[config.mk]
export PLATFORM = sky130hd
export DESIGN_NAME = subcycle_pwm_generator
export DESIGN_NICKNAME = d
export VERILOG_FILES = /design/src/pwm_pkg.sv /design/src/pwm_channel.sv /design/src/subcycle_pwm_generator.sv
export SDC_FILE = /design/constraint.sdc
export NUM_CORES = 1
export LEC_CHECK = 0
export ABC_AREA = 1
export BUFFER_PORTS_ARGS = -buffer_cell sky130_fd_sc_hd__buf_2
export CAP_MARGIN = 5
export CELL_PAD_IN_SITES_DETAIL_PLACEMENT = 0
export CELL_PAD_IN_SITES_GLOBAL_PLACEMENT = 1
export CORE_MARGIN = 8
export CORE_UTILIZATION = 45
export DETAILED_ROUTE_END_ITERATION = 8
export HOLD_SLACK_MARGIN = 0.06
export PLACE_DENSITY_LB_ADDON = 0.1
export SETUP_SLACK_MARGIN = 0.3
export SKIP_CTS_REPAIR_TIMING = 1
export SYNTH_ARGS = -nofsm -noshare
export SYNTH_HDL_FRONTEND = slang
export SYNTH_SLANG_ARGS = --single-unit
[constraint.sdc]
create_clock -name clk_sys -period 5 [get_ports clk_sys]
set_input_delay 1 -clock clk_sys [delete_from_list [all_inputs] [get_ports clk_sys]]
set_output_delay 1 -clock clk_sys [all_outputs]
set_load 0.05 [all_outputs]
[src/pwm_pkg.sv]
// Purpose: shared constants for the sub-cycle pwm generator
// Assumes: 32-bit axi4-lite register access, 100 MHz clk_sys
// Notes: register map below is fixed for software
package pwm_pkg;
	// ****************
	// bus geometry
	// ****************
	localparam int ADDR_W = 8;
	localparam int DATA_W = 32;
	localparam int DUTY_W = 8;
	localparam int PORT_W = 4;
	// ****************
	// register offsets
	// ****************
	localparam logic [ADDR_W-1:0] OFF_DUTY0 = 8'h00;
	localparam logic [ADDR_W-1:0] OFF_DUTY1 = 8'h04;
	localparam logic [ADDR_W-1:0] OFF_DUTY2 = 8'h08;
	localparam logic [ADDR_W-1:0] OFF_DUTY3 = 8'h0c;
	localparam logic [ADDR_W-1:0] OFF_DIR = 8'h10;
	localparam logic [ADDR_W-1:0] OFF_LATCH = 8'h14;
	localparam logic [ADDR_W-1:0] OFF_CTRL = 8'h18;
	localparam logic [ADDR_W-1:0] OFF_STATUS = 8'h1c;
	localparam logic [ADDR_W-1:0] OFF_PIN_IN = 8'h20;
	// ****************
	// fields and reset values
	// ****************
	localparam int CTRL_MODE_BIT = 0;
	localparam int CTRL_EN_LSB = 4;
	localparam logic [DUTY_W-1:0] DUTY_RST = 8'h00;
	localparam logic [PORT_W-1:0] DIR_RST = 4'hf;
	localparam logic [PORT_W-1:0] LATCH_RST = 4'h0;
	localparam logic [PORT_W-1:0] EN_RST = 4'h0;
	localparam logic MODE_RST = 1'b0;
	// ****************
	// cycle geometry, response codes and sub-mode type
	// ****************
	localparam int FULL_CYCLE = 256;
	localparam int SUB_FOUR = 64;
	localparam int SUB_TWO = 128;
	localparam logic [1:0] RESP_OKAY = 2'b00;
	localparam logic [1:0] RESP_SLVERR = 2'b10;
	typedef enum logic {MODE_FOUR, MODE_TWO} submode_t;
endpackage

[src/pwm_channel.sv]
// Purpose: one pwm channel waveform from shared cycle counter
// Assumes: cycle counter wraps every 256 clocks
// Notes: duty is latched as the counter wraps from 255 to zero
module pwm_channel
	import pwm_pkg::*;
(
	// clock and reset
	input wire logic clk_sys,
	input wire logic rstn,
	// timing
	input wire logic [7:0] cycleCnt,
	input wire logic modeTwo,
	// duty
	input wire logic [pwm_pkg::DUTY_W-1:0] dutyReg,
	// waveform
	output logic wave
);
	import pwm_pkg::*;

	logic [DUTY_W-1:0] dutyAct_ff;
	logic [6:0] coarseDuty;
	logic [1:0] fineCount;
	logic [6:0] subPos;
	logic [1:0] subIdx;
	logic [7:0] highLen;

	always_ff @(posedge clk_sys or negedge rstn) begin
		if (!rstn) begin
			dutyAct_ff <= DUTY_RST;
		end else if (cycleCnt == 8'hff) begin
			dutyAct_ff <= dutyReg;
		end
	end

	always_comb begin
		if (modeTwo) begin
			coarseDuty = dutyAct_ff[7:1];
			fineCount = {1'b0, dutyAct_ff[0]};
			subPos = cycleCnt[6:0];
			subIdx = {1'b0, cycleCnt[7]};
		end else begin
			coarseDuty = {1'b0, dutyAct_ff[7:2]};
			fineCount = dutyAct_ff[1:0];
			subPos = {1'b0, cycleCnt[5:0]};
			subIdx = cycleCnt[7:6];
		end
		// extra clock when i below fine
		highLen = {1'b0, coarseDuty} + ((subIdx < fineCount) ? 8'h01 : 8'h00);
	end

	assign wave = ({1'b0, subPos} < highLen);
endmodule

[src/subcycle_pwm_generator.sv]
// Function
// - full cycle is 256 clocks, duty equals value over 256
// - modulation period 128 clocks in two-sub mode, 64 in four-sub mode
// - counter runs straight off the system clock, no prescaler
// - each channel has a software-written 8-bit duty register
// - four-sub mode splits the cycle into four 64-clock parts
// - four-sub mode: bits 7..2 coarse, bits 1..0 fine
// - four-sub part i high coarse+1 clocks if i below fine, else coarse
// - two-sub mode splits the cycle into two 128-clock parts
// - two-sub mode: bits 7..1 coarse, bit 0 fine
// - two-sub part i high coarse+1 clocks if i below fine, else coarse
// - option on, output direction, latch one: pin carries waveform
// - latch zero holds the pin low
// - direction one leaves the pin a plain input
// - one mode setting serves every channel
// - three or four channels on port bits 0 to 3
//
// Purpose: multi-channel sub-cycle pwm with axi4-lite registers
// Assumes: single 100 MHz clock, asynchronous active-low reset
// Notes: pins are split into in, out and output enable
//
// Decided for this implementation: the placing of the registers and the AXI4-Lite slave port.
module subcycle_pwm_generator
	import pwm_pkg::*;
#(
	parameter int NUM_CH = 4
)(
	// clock and reset
	input wire logic clk_sys,
	input wire logic rstn,
	// axi write address
	input wire logic s_axi_awvalid,
	output logic s_axi_awready,
	input wire logic [pwm_pkg::ADDR_W-1:0] s_axi_awaddr,
	input wire logic [2:0] s_axi_awprot,
	// axi write data
	input wire logic s_axi_wvalid,
	output logic s_axi_wready,
	input wire logic [pwm_pkg::DATA_W-1:0] s_axi_wdata,
	input wire logic [3:0] s_axi_wstrb,
	// axi write response
	output logic s_axi_bvalid,
	input wire logic s_axi_bready,
	output logic [1:0] s_axi_bresp,
	// axi read address
	input wire logic s_axi_arvalid,
	output logic s_axi_arready,
	input wire logic [pwm_pkg::ADDR_W-1:0] s_axi_araddr,
	input wire logic [2:0] s_axi_arprot,
	// axi read data
	output logic s_axi_rvalid,
	input wire logic s_axi_rready,
	output logic [pwm_pkg::DATA_W-1:0] s_axi_rdata,
	output logic [1:0] s_axi_rresp,
	// port pins
	input wire logic [pwm_pkg::PORT_W-1:0] pinIn,
	output logic [pwm_pkg::PORT_W-1:0] pinOut,
	output logic [pwm_pkg::PORT_W-1:0] pinOe
);
	import pwm_pkg::*;

	// ****************
	// registers
	// ****************
	logic [DUTY_W-1:0] dutyValue_ff [PORT_W];
	logic [PORT_W-1:0] portDirectionReg_ff;
	logic [PORT_W-1:0] portOutputLatch_ff;
	logic [PORT_W-1:0] pwmEnable_ff;
	logic subMode_ff;
	logic [7:0] cycleCnt_ff;
	logic [PORT_W-1:0] pinMeta_ff;
	logic [PORT_W-1:0] pinSync_ff;
	logic [PORT_W-1:0] pinOut_ff;
	logic [PORT_W-1:0] pinOe_ff;
	logic [PORT_W-1:0] wave;

	// axi state
	logic awHeld_ff;
	logic wHeld_ff;
	logic [ADDR_W-1:0] awAddr_ff;
	logic [DATA_W-1:0] wData_ff;
	logic [3:0] wStrb_ff;
	logic bValid_ff;
	logic [1:0] bResp_ff;
	logic rValid_ff;
	logic [DATA_W-1:0] rData_ff;
	logic [1:0] rResp_ff;
	logic doWrite;
	logic wrHit;
	logic [DATA_W-1:0] nxt_rData;
	logic rdHit;
	logic awReady_ff;
	logic wReady_ff;
	logic arReady_ff;
	logic nxt_awHeld;
	logic nxt_wHeld;
	logic nxt_bValid;
	logic nxt_rValid;

	// register index check, used by read and write
	function automatic logic isMapped(input logic [ADDR_W-1:0] a);
		logic ok;
		ok = 1'b0;
		case (a)
			OFF_DUTY0, OFF_DUTY1, OFF_DUTY2: ok = 1'b1;
			OFF_DUTY3: ok = (NUM_CH > 3);
			OFF_DIR, OFF_LATCH, OFF_CTRL, OFF_STATUS, OFF_PIN_IN: ok = 1'b1;
			default: ok = 1'b0;
		endcase
		return ok;
	endfunction

	// ****************
	// axi write path
	// ****************
	assign s_axi_awready = awReady_ff;
	assign s_axi_wready = wReady_ff;
	assign s_axi_bvalid = bValid_ff;
	assign s_axi_bresp = bResp_ff;
	assign doWrite = awHeld_ff && wHeld_ff && !bValid_ff;
	assign wrHit = isMapped(awAddr_ff);

	always_ff @(posedge clk_sys or negedge rstn) begin
		if (!rstn) begin
			awHeld_ff <= 1'b0;
			awAddr_ff <= '0;
		end else if (s_axi_awvalid && s_axi_awready) begin
			awHeld_ff <= 1'b1;
			awAddr_ff <= s_axi_awaddr;
		end else if (doWrite) begin
			awHeld_ff <= 1'b0;
		end
	end

	always_ff @(posedge clk_sys or negedge rstn) begin
		if (!rstn) begin
			wHeld_ff <= 1'b0;
			wData_ff <= '0;
			wStrb_ff <= '0;
		end else if (s_axi_wvalid && s_axi_wready) begin
			wHeld_ff <= 1'b1;
			wData_ff <= s_axi_wdata;
			wStrb_ff <= s_axi_wstrb;
		end else if (doWrite) begin
			wHeld_ff <= 1'b0;
		end
	end

	always_ff @(posedge clk_sys or negedge rstn) begin
		if (!rstn) begin
			bValid_ff <= 1'b0;
			bResp_ff <= RESP_OKAY;
		end else if (doWrite) begin
			bValid_ff <= 1'b1;
			bResp_ff <= wrHit ? RESP_OKAY : RESP_SLVERR;
		end else if (s_axi_bready) begin
			bValid_ff <= 1'b0;
		end
	end

	always_ff @(posedge clk_sys or negedge rstn) begin
		if (!rstn) begin
			for (int c = 0; c < PORT_W; c++) begin
				dutyValue_ff[c] <= DUTY_RST;
			end
		end else if (doWrite && wStrb_ff[0]) begin
			for (int c = 0; c < NUM_CH; c++) begin
				if (awAddr_ff == 8'(OFF_DUTY0 + 4 * c)) begin
					dutyValue_ff[c] <= wData_ff[DUTY_W-1:0];
				end
			end
		end
	end

	// port control, mode and option enables
	always_ff @(posedge clk_sys or negedge rstn) begin
		if (!rstn) begin
			portDirectionReg_ff <= DIR_RST;
			portOutputLatch_ff <= LATCH_RST;
			pwmEnable_ff <= EN_RST;
			subMode_ff <= MODE_RST;
		end else if (doWrite && wStrb_ff[0]) begin
			case (awAddr_ff)
				OFF_DIR: portDirectionReg_ff <= wData_ff[PORT_W-1:0];
				OFF_LATCH: portOutputLatch_ff <= wData_ff[PORT_W-1:0];
				OFF_CTRL: begin
					subMode_ff <= wData_ff[CTRL_MODE_BIT];
					pwmEnable_ff <= wData_ff[CTRL_EN_LSB +: PORT_W];
				end
				default: ;
			endcase
		end
	end

	// ****************
	// axi read path
	// ****************
	assign s_axi_arready = arReady_ff;
	assign s_axi_rvalid = rValid_ff;
	assign s_axi_rdata = rData_ff;
	assign s_axi_rresp = rResp_ff;
	assign rdHit = isMapped(s_axi_araddr);

	always_comb begin
		nxt_rData = '0;
		case (s_axi_araddr)
			OFF_DUTY0: nxt_rData = {24'h0, dutyValue_ff[0]};
			OFF_DUTY1: nxt_rData = {24'h0, dutyValue_ff[1]};
			OFF_DUTY2: nxt_rData = {24'h0, dutyValue_ff[2]};
			OFF_DUTY3: nxt_rData = (NUM_CH > 3) ? {24'h0, dutyValue_ff[3]} : '0;
			OFF_DIR: nxt_rData = {28'h0, portDirectionReg_ff};
			OFF_LATCH: nxt_rData = {28'h0, portOutputLatch_ff};
			OFF_CTRL: nxt_rData = {24'h0, pwmEnable_ff, 3'h0, subMode_ff};
			// live counter and drive state
			OFF_STATUS: nxt_rData = {16'h0, cycleCnt_ff, pinOe_ff, pinOut_ff};
			OFF_PIN_IN: nxt_rData = {28'h0, pinSync_ff};
			default: nxt_rData = '0;
		endcase
	end

	always_ff @(posedge clk_sys or negedge rstn) begin
		if (!rstn) begin
			rValid_ff <= 1'b0;
			rData_ff <= '0;
			rResp_ff <= RESP_OKAY;
		end else if (s_axi_arvalid && s_axi_arready) begin
			rValid_ff <= 1'b1;
			rData_ff <= nxt_rData;
			rResp_ff <= rdHit ? RESP_OKAY : RESP_SLVERR;
		end else if (s_axi_rready) begin
			rValid_ff <= 1'b0;
		end
	end

	// ****************
	// ready flags
	// ****************
	// next holding state, so readies can come from flops
	always_comb begin
		nxt_awHeld = awHeld_ff;
		nxt_wHeld = wHeld_ff;
		nxt_bValid = bValid_ff;
		nxt_rValid = rValid_ff;
		if (s_axi_awvalid && s_axi_awready) begin
			nxt_awHeld = 1'b1;
		end else if (doWrite) begin
			nxt_awHeld = 1'b0;
		end
		if (s_axi_wvalid && s_axi_wready) begin
			nxt_wHeld = 1'b1;
		end else if (doWrite) begin
			nxt_wHeld = 1'b0;
		end
		if (doWrite) begin
			nxt_bValid = 1'b1;
		end else if (s_axi_bready) begin
			nxt_bValid = 1'b0;
		end
		if (s_axi_arvalid && s_axi_arready) begin
			nxt_rValid = 1'b1;
		end else if (s_axi_rready) begin
			nxt_rValid = 1'b0;
		end
	end

	// readies drop with the take, never a cycle late
	always_ff @(posedge clk_sys or negedge rstn) begin
		if (!rstn) begin
			awReady_ff <= 1'b1;
			wReady_ff <= 1'b1;
			arReady_ff <= 1'b1;
		end else begin
			awReady_ff <= !nxt_awHeld && !nxt_bValid;
			wReady_ff <= !nxt_wHeld && !nxt_bValid;
			arReady_ff <= !nxt_rValid;
		end
	end

	// ****************
	// cycle counter
	// ****************
	// free 256-clock count on clk_sys
	always_ff @(posedge clk_sys or negedge rstn) begin
		if (!rstn) begin
			cycleCnt_ff <= 8'h00;
		end else begin
			cycleCnt_ff <= cycleCnt_ff + 8'h01;
		end
	end

	// ****************
	// channels
	// ****************
	// per-channel waveform, shared mode
	for (genvar c = 0; c < PORT_W; c++) begin : gCh
		if (c < NUM_CH) begin : gOn
			pwm_channel uChan (
				.clk_sys(clk_sys),
				.rstn(rstn),
				.cycleCnt(cycleCnt_ff),
				.modeTwo(subMode_ff == MODE_TWO),
				.dutyReg(dutyValue_ff[c]),
				.wave(wave[c])
			);
		end else begin : gOff
			assign wave[c] = 1'b0;
		end
	end

	// ****************
	// pin control
	// ****************
	// input sampled twice before software sees it
	always_ff @(posedge clk_sys or negedge rstn) begin
		if (!rstn) begin
			pinMeta_ff <= '0;
			pinSync_ff <= '0;
		end else begin
			pinMeta_ff <= pinIn;
			pinSync_ff <= pinMeta_ff;
		end
	end

	// registered so pins never glitch on decode
	always_ff @(posedge clk_sys or negedge rstn) begin
		if (!rstn) begin
			pinOut_ff <= '0;
			pinOe_ff <= '0;
		end else begin
			for (int c = 0; c < PORT_W; c++) begin
				pinOe_ff[c] <= !portDirectionReg_ff[c];
				if (pwmEnable_ff[c]) begin
					pinOut_ff[c] <= portOutputLatch_ff[c] && wave[c];
				end else begin
					pinOut_ff[c] <= portOutputLatch_ff[c];
				end
			end
		end
	end

	assign pinOut = pinOut_ff;
	assign pinOe = pinOe_ff;
endmodule

Word-level counts from Yosys, hierarchy flattened. Index checks and enable logic that the tools add are counted.

Flip-flop bits (word level): 161. Word-level logic and storage cells: 123.

$lt $le $gt $ge: 8. Reductions and logical operators: 32. Add/sub/neg operators: 5. Equal/unequal tests: 17. Mux-type cells: 31.

Operators with widths (number): 16-bit one-hot mux with 9 select lines (1); 8-bit by 5-bit equality test with 1-bit output (second input constant) (8); 7-bit two-way mux (5); 7-bit by 8-bit adder with 8-bit output (4); 8-bit by 4-bit equality test with 1-bit output (second input constant) (4); 7-bit by 8-bit less-than comparator with 1-bit output (4); 1-bit two-way mux (18); 9-bit OR reduction (2); 8-bit by 3-bit equality test with 1-bit output (second input constant) (2); 8-bit by 6-bit equality test with 1-bit output (second input constant) (2); 8-bit logical NOT (2); 2-bit two-way mux (7); 2-bit AND reduction (7); 1-bit logical AND (12); 1-bit logical NOT (9); 8-bit by 1-bit adder with 8-bit output (second input constant) (1); 8-bit equality test (second input constant) (1); 2-bit less-than comparator (4).

Depth between registers and ports, before layout.
Word-level depth: 7. Mapped depth: 15.

Modules after synthesis. Synthesis repeated with hierarchy kept, for this count alone.

Cell total of the unflattened synthesis: 1016. Area, all modules: 8164.1 µm².

By module, submodules not included: subcycle_pwm_generator (seq. area each 2786.4 µm², times used 1, area an instance 4906.0 µm², cells an instance 548); pwm_channel at gCh[1].gOn.uChan ... (seq. area each 200.2 µm², times used 2, area an instance 813.3 µm², cells an instance 116); pwm_channel at gCh[3].gOn.uChan (seq. area each 200.2 µm², times used 1, area an instance 817.0 µm², cells an instance 118); pwm_channel at gCh[0].gOn.uChan (seq. area each 200.2 µm², times used 1, area an instance 814.5 µm², cells an instance 118).

Least setup slack after synthesis. OpenSTA, ideal clock, no wires.

Path kind: reg2reg. Start point: register subMode_ff. End point: register pinOut_ff[1], in the netlist pinOut[1]. Stages on the path, launching flop included: 15. Path buffers: 2. Setup time: 0.084 ns. Data arrival time: 2.426 ns. Data required time: 4.916 ns. Slack: 2.490 ns. Clock period less this slack: 2.510 ns. Path through: dfrtp_1 > buf_6 > buf_2 > o21ai_0 > nand2_1 > a21oi_1 > ha_1 > nand3_1 > nor3_1 > xnor2_1 > ha_1 > a21o_1 > a21oi_1 > nand2_1 > a21boi_0.

Cells in the longest elaborated chain, start to end: 7.

Ends and longest elaborated chain: start: declaration (line subcycle_pwm_generator.sv:69) `logic subMode_ff;`; start signal: assignment (line subcycle_pwm_generator.sv:187) `subMode_ff <= wData_ff[CTRL_MODE_BIT];`; 2-bit two-way mux (line pwm_channel.sv:36) `if (modeTwo) begin`; 2-bit less-than comparator (line pwm_channel.sv:48) `highLen = {1'b0, coarseDuty} + ((subIdx < fineCount) ? 8'h01 : 8'h00);`; 1-bit two-way mux (line pwm_channel.sv:48); 7-bit by 8-bit adder with 8-bit output (line pwm_channel.sv:48); 7-bit by 8-bit less-than comparator with 1-bit output * (line pwm_channel.sv:51) `assign wave = ({1'b0, subPos} < highLen);`; 1-bit logical AND * (line subcycle_pwm_generator.sv:333) `pinOut_ff[c] <= portOutputLatch_ff[c] && wave[c];`; 1-bit two-way mux * (line subcycle_pwm_generator.sv:332) `if (pwmEnable_ff[c]) begin`; end signal: indexed assignment (line subcycle_pwm_generator.sv:333); end signal: indexed assignment (line subcycle_pwm_generator.sv:335) `pinOut_ff[c] <= portOutputLatch_ff[c];`; end: declaration (line subcycle_pwm_generator.sv:73) `logic [PORT_W-1:0] pinOut_ff;`.

Mark *: on every way between the ends. The rest lies on a longest branch, timed or not. A chain may end at the register's enable or synchronous reset.

Worst setup path after layout. Ends and elaborated chain as after synthesis.

==> implementation parameters <==
Parameter                              Value

CTS
  CTS tree    built
  Clk slew on worst S/H paths    0.06 ns
  Insertion delay of the later-clocked pin in the worst-skew pair    0.43 ns
  Buffer depth of the longest clock path    2
  Sinks on the clock net    143
  Clock buffer count from CTS    17
  Clock Tree Root    sky130_fd_sc_hd__clkbuf_16
  CTS H-Tree Depth    4

Cells and area
  Share of post-route cells with drive strength above 1    17.3%
  Net count of the finished layout    1030
  Fillers    1614
  Layout overhead on the synthesized area    13.2%
  Final core utilization    51.6%
  FF+latch area    3590 um^2
  Antenna cell count    0
  Finished layout cell area    8500 um^2
  Multi-input gate area in the final layout    3390 um^2

Critical path
  Kind of cell adding the most delay to the critical path    compound AO/OA/AOI/OAI gates
  Critical path capture point type    flip-flop
  Worst path slowest cell    sky130_fd_sc_hd__dfrtp_1
  Crit-path max cell delay    0.66 ns
  Buf/Inv on CP    0
  Ordered list of cells on the worst path    o21ai_0, nand2_1, a21oi_1, ha_1, nand3_1, nor3_1, xnor2_1, ha_1, a21o_1, a21oi_1, nand2_1, a21boi_0
  Startpoint type of the worst setup path    flip-flop
  Setup slack, reg-to-reg    1.77 ns
  Data required time of the worst path    5.34 ns
  Top fanout value on the critical path    23
  Category of the critical setup timing path    flip-flop to flip-flop
  Crit path arrival time    3.56 ns

Detailed routing
  Drt via density    5.03
  DRC Markers    0
  Routed wire length    19000 um
  Routed wirelength normalized by instance count    16.3 um
  First-pass iteration count of the detailed router    5
  Remaining number of nets flagged by the antenna check after routing    0
  Overall via count from detail_route    5840
  Iteration-0 DRC Markers    258

Global route
  Wire length of the first global-routing pass    31100 um
  Initial antenna violation count    0
  Maximum number of pins on one net before global-route repair    78
  Overall Global Routing Usage    18.8%
  Total congestion overflow after global routing    0
  Via count of the first global-routing pass    5850

Floorplan
  Die area    21100 um^2
  Die boundary height    145 um
  Horizontal extent of the die    145 um
  I/O Pins    118
  Effective utilization at floorplan    45.6%
  Standard-cell rows    47
  Core Box Area    16500 um^2

Flow run
  Max-capacitance violation count    0

Timing
  Max Fclk    0.310 GHz
  Clk_skew    0.0141 ns
  Pins Over Slew Limit    0
  Share of the clock period used by the worst path    64.6%
  Number of endpoints with negative hold slack in the final report    0
  Number of setup violations in the final report    0
  Remaining max-slew budget at the tightest pin    32.3%
  Setup repair after global routing missed its margin    false
  Worst hold margin    0.354 ns
  Shortest clock period the worst path allows after layout    3.23 ns
  Setup_tns    0 ns
  Transition time at the pin with the least slew margin    1.01 ns

Synth
  EDFF count, synth    0
  Share of flip-flops with an asynchronous set or reset after synthesis    100%
  Synth Instances    864
  Fraction of synthesized cell area taken by the top area cell type    45.3%
  Yosys warning count    0
  Leading register cell type out of synthesis    sky130_fd_sc_hd__dfrtp_1
  Combined area of all synthesized cells    7510 um^2
  Sequential share of the synthesized area    47.8%
  Average instance area after synthesis    8.69 um^2
  Cell types occupying the most area after synthesis    sky130_fd_sc_hd__dfrtp_1 45%, sky130_fd_sc_hd__nand2_1 10%, sky130_fd_sc_hd__ha_1 5.5%
  Most frequent cell after synthesis    sky130_fd_sc_hd__nand2_1
  Most frequent cells after synthesis    205 x sky130_fd_sc_hd__nand2_1, 136 x sky130_fd_sc_hd__dfrtp_1, 81 x sky130_fd_sc_hd__inv_1, 81 x sky130_fd_sc_hd__nor2_1, 69 x sky130_fd_sc_hd__o21ai_0
  Yosys cell types    43
  Register bit total from synthesis    143
  Cell taking the most area after synthesis    sky130_fd_sc_hd__dfrtp_1

Placement
  Final Wtd Congestion    0.875
  HPWL after detailed placement    14900 um
  Number of buffers inserted by port buffering    66
  Area after DPL    7930 um^2

Status
  Run status    completed

Pwr
  Static leakage    4.16 nW
  Final Total Pwr    3.15 mW
  Power density relative to cell area    371 nW/um^2
  Worst IR drop on VDD    0.000312 V

Min path
  HP Class    flip-flop to flip-flop
sequential cells by signal, indices dropped and copies added, names as in the netlist, 4 cells and up:
register / cells
awAddr_ff: 8
cycleCnt_ff: 8
dutyValue_ff: 32
gCh.gOn.uChan.dutyAct_ff: 32
pinMeta_ff: 4
pinOe: 4
pinOut: 4
pinSync_ff: 4
portDirectionReg_ff: 4
portOutputLatch_ff: 4
pwmEnable_ff: 4
s_axi_rdata: 16
wData_ff: 8
cells in the final DEF, fill, tap and decap left out, drive strengths merged, types with 7 or more instances in the layout:
cell	instances
nand2	209
ha	33
nand4	7
a21oi	35
o21ai	99
clkbuf	20
nand3	52
inv	89
mux2	17
conb	18
dfstp	7
nor3	7
nor2	87
xor2	10
buf	69
dfrtp	136
xnor2	16
power breakdown:
part | switching, mW | internal [mW]
combinational | 0.395 | 0.136
sequential | 0.104 | 1.29
clock | 0.512 | 0.711
metal layers:
metal | track usage, % | routed length (um) | vias up
met1 | 23.1 | 8430 | 2791
li1 | - | - | 2912
met4 | 7.34 | 391 | 0
met5 | 0 | 0 | -
met2 | 32.0 | 9380 | 111
met3 | 3.76 | 774 | 26
through the flow:
| step | setup slack [ns] | std cells |
|---|---|---|
| global route | 1.46 | 1161 |
| global placement | 1.87 | 1129 |
| floorplan | 2.49 | 881 |
| finish | 1.77 | 1161 |
| CTS | 1.76 | 1161 |
| detailed placement | 1.76 | 1129 |
cell families after synthesis:
logic type,count (synthesis),synth area share [%]
AND/OR/NAND/NOR,368,21.2
flip-flops,143,47.8
adder cells (fa/ha/maj),33,5.50
other,1,0.0500
buffers and inverters,126,7.93
XOR/XNOR,26,3.03
AO/OA/AOI/OAI,150,12.0
multiplexers,17,2.55
final cells by class:
| type | count | share of cell area (%) |
|---|---|---|
| Sequential cell | 143 | 42.2 |
| Multi-Input combinational cell | 612 | 39.9 |
| Clock buffer | 20 | 5.25 |
| Timing Repair Buffer | 69 | 4.22 |
| Inverter | 85 | 3.75 |
| Tap cell | 220 | 3.24 |
| Clock inverter | 12 | 1.49 |
worst reg2reg max path, delay by kind of cell (launching register included):
kind	cells	cell delay, ns
AND/OR/NAND/NOR	4	0.61
adder cells (fa/ha/maj)	2	0.47
flip-flops	1	0.66
XOR/XNOR	1	0.17
AO/OA/AOI/OAI	5	1.24
worst paths after layout:
path	startpoint	end	cells after the start
max reg2reg	subMode_ff	pinOut[1]	12
min reg2reg	pinMeta_ff[1]	pinSync_ff[1]	0
min	pinMeta_ff[1]	pinSync_ff[1]	0
min in group asynchronous	rstn	gCh[0].gOn.uChan.dutyAct_ff[5]	1
max	subMode_ff	pinOut[1]	12
max in group asynchronous	rstn	gCh[0].gOn.uChan.dutyAct_ff[0]	2
No activity file was read; power rests on OpenSTA's default activity.
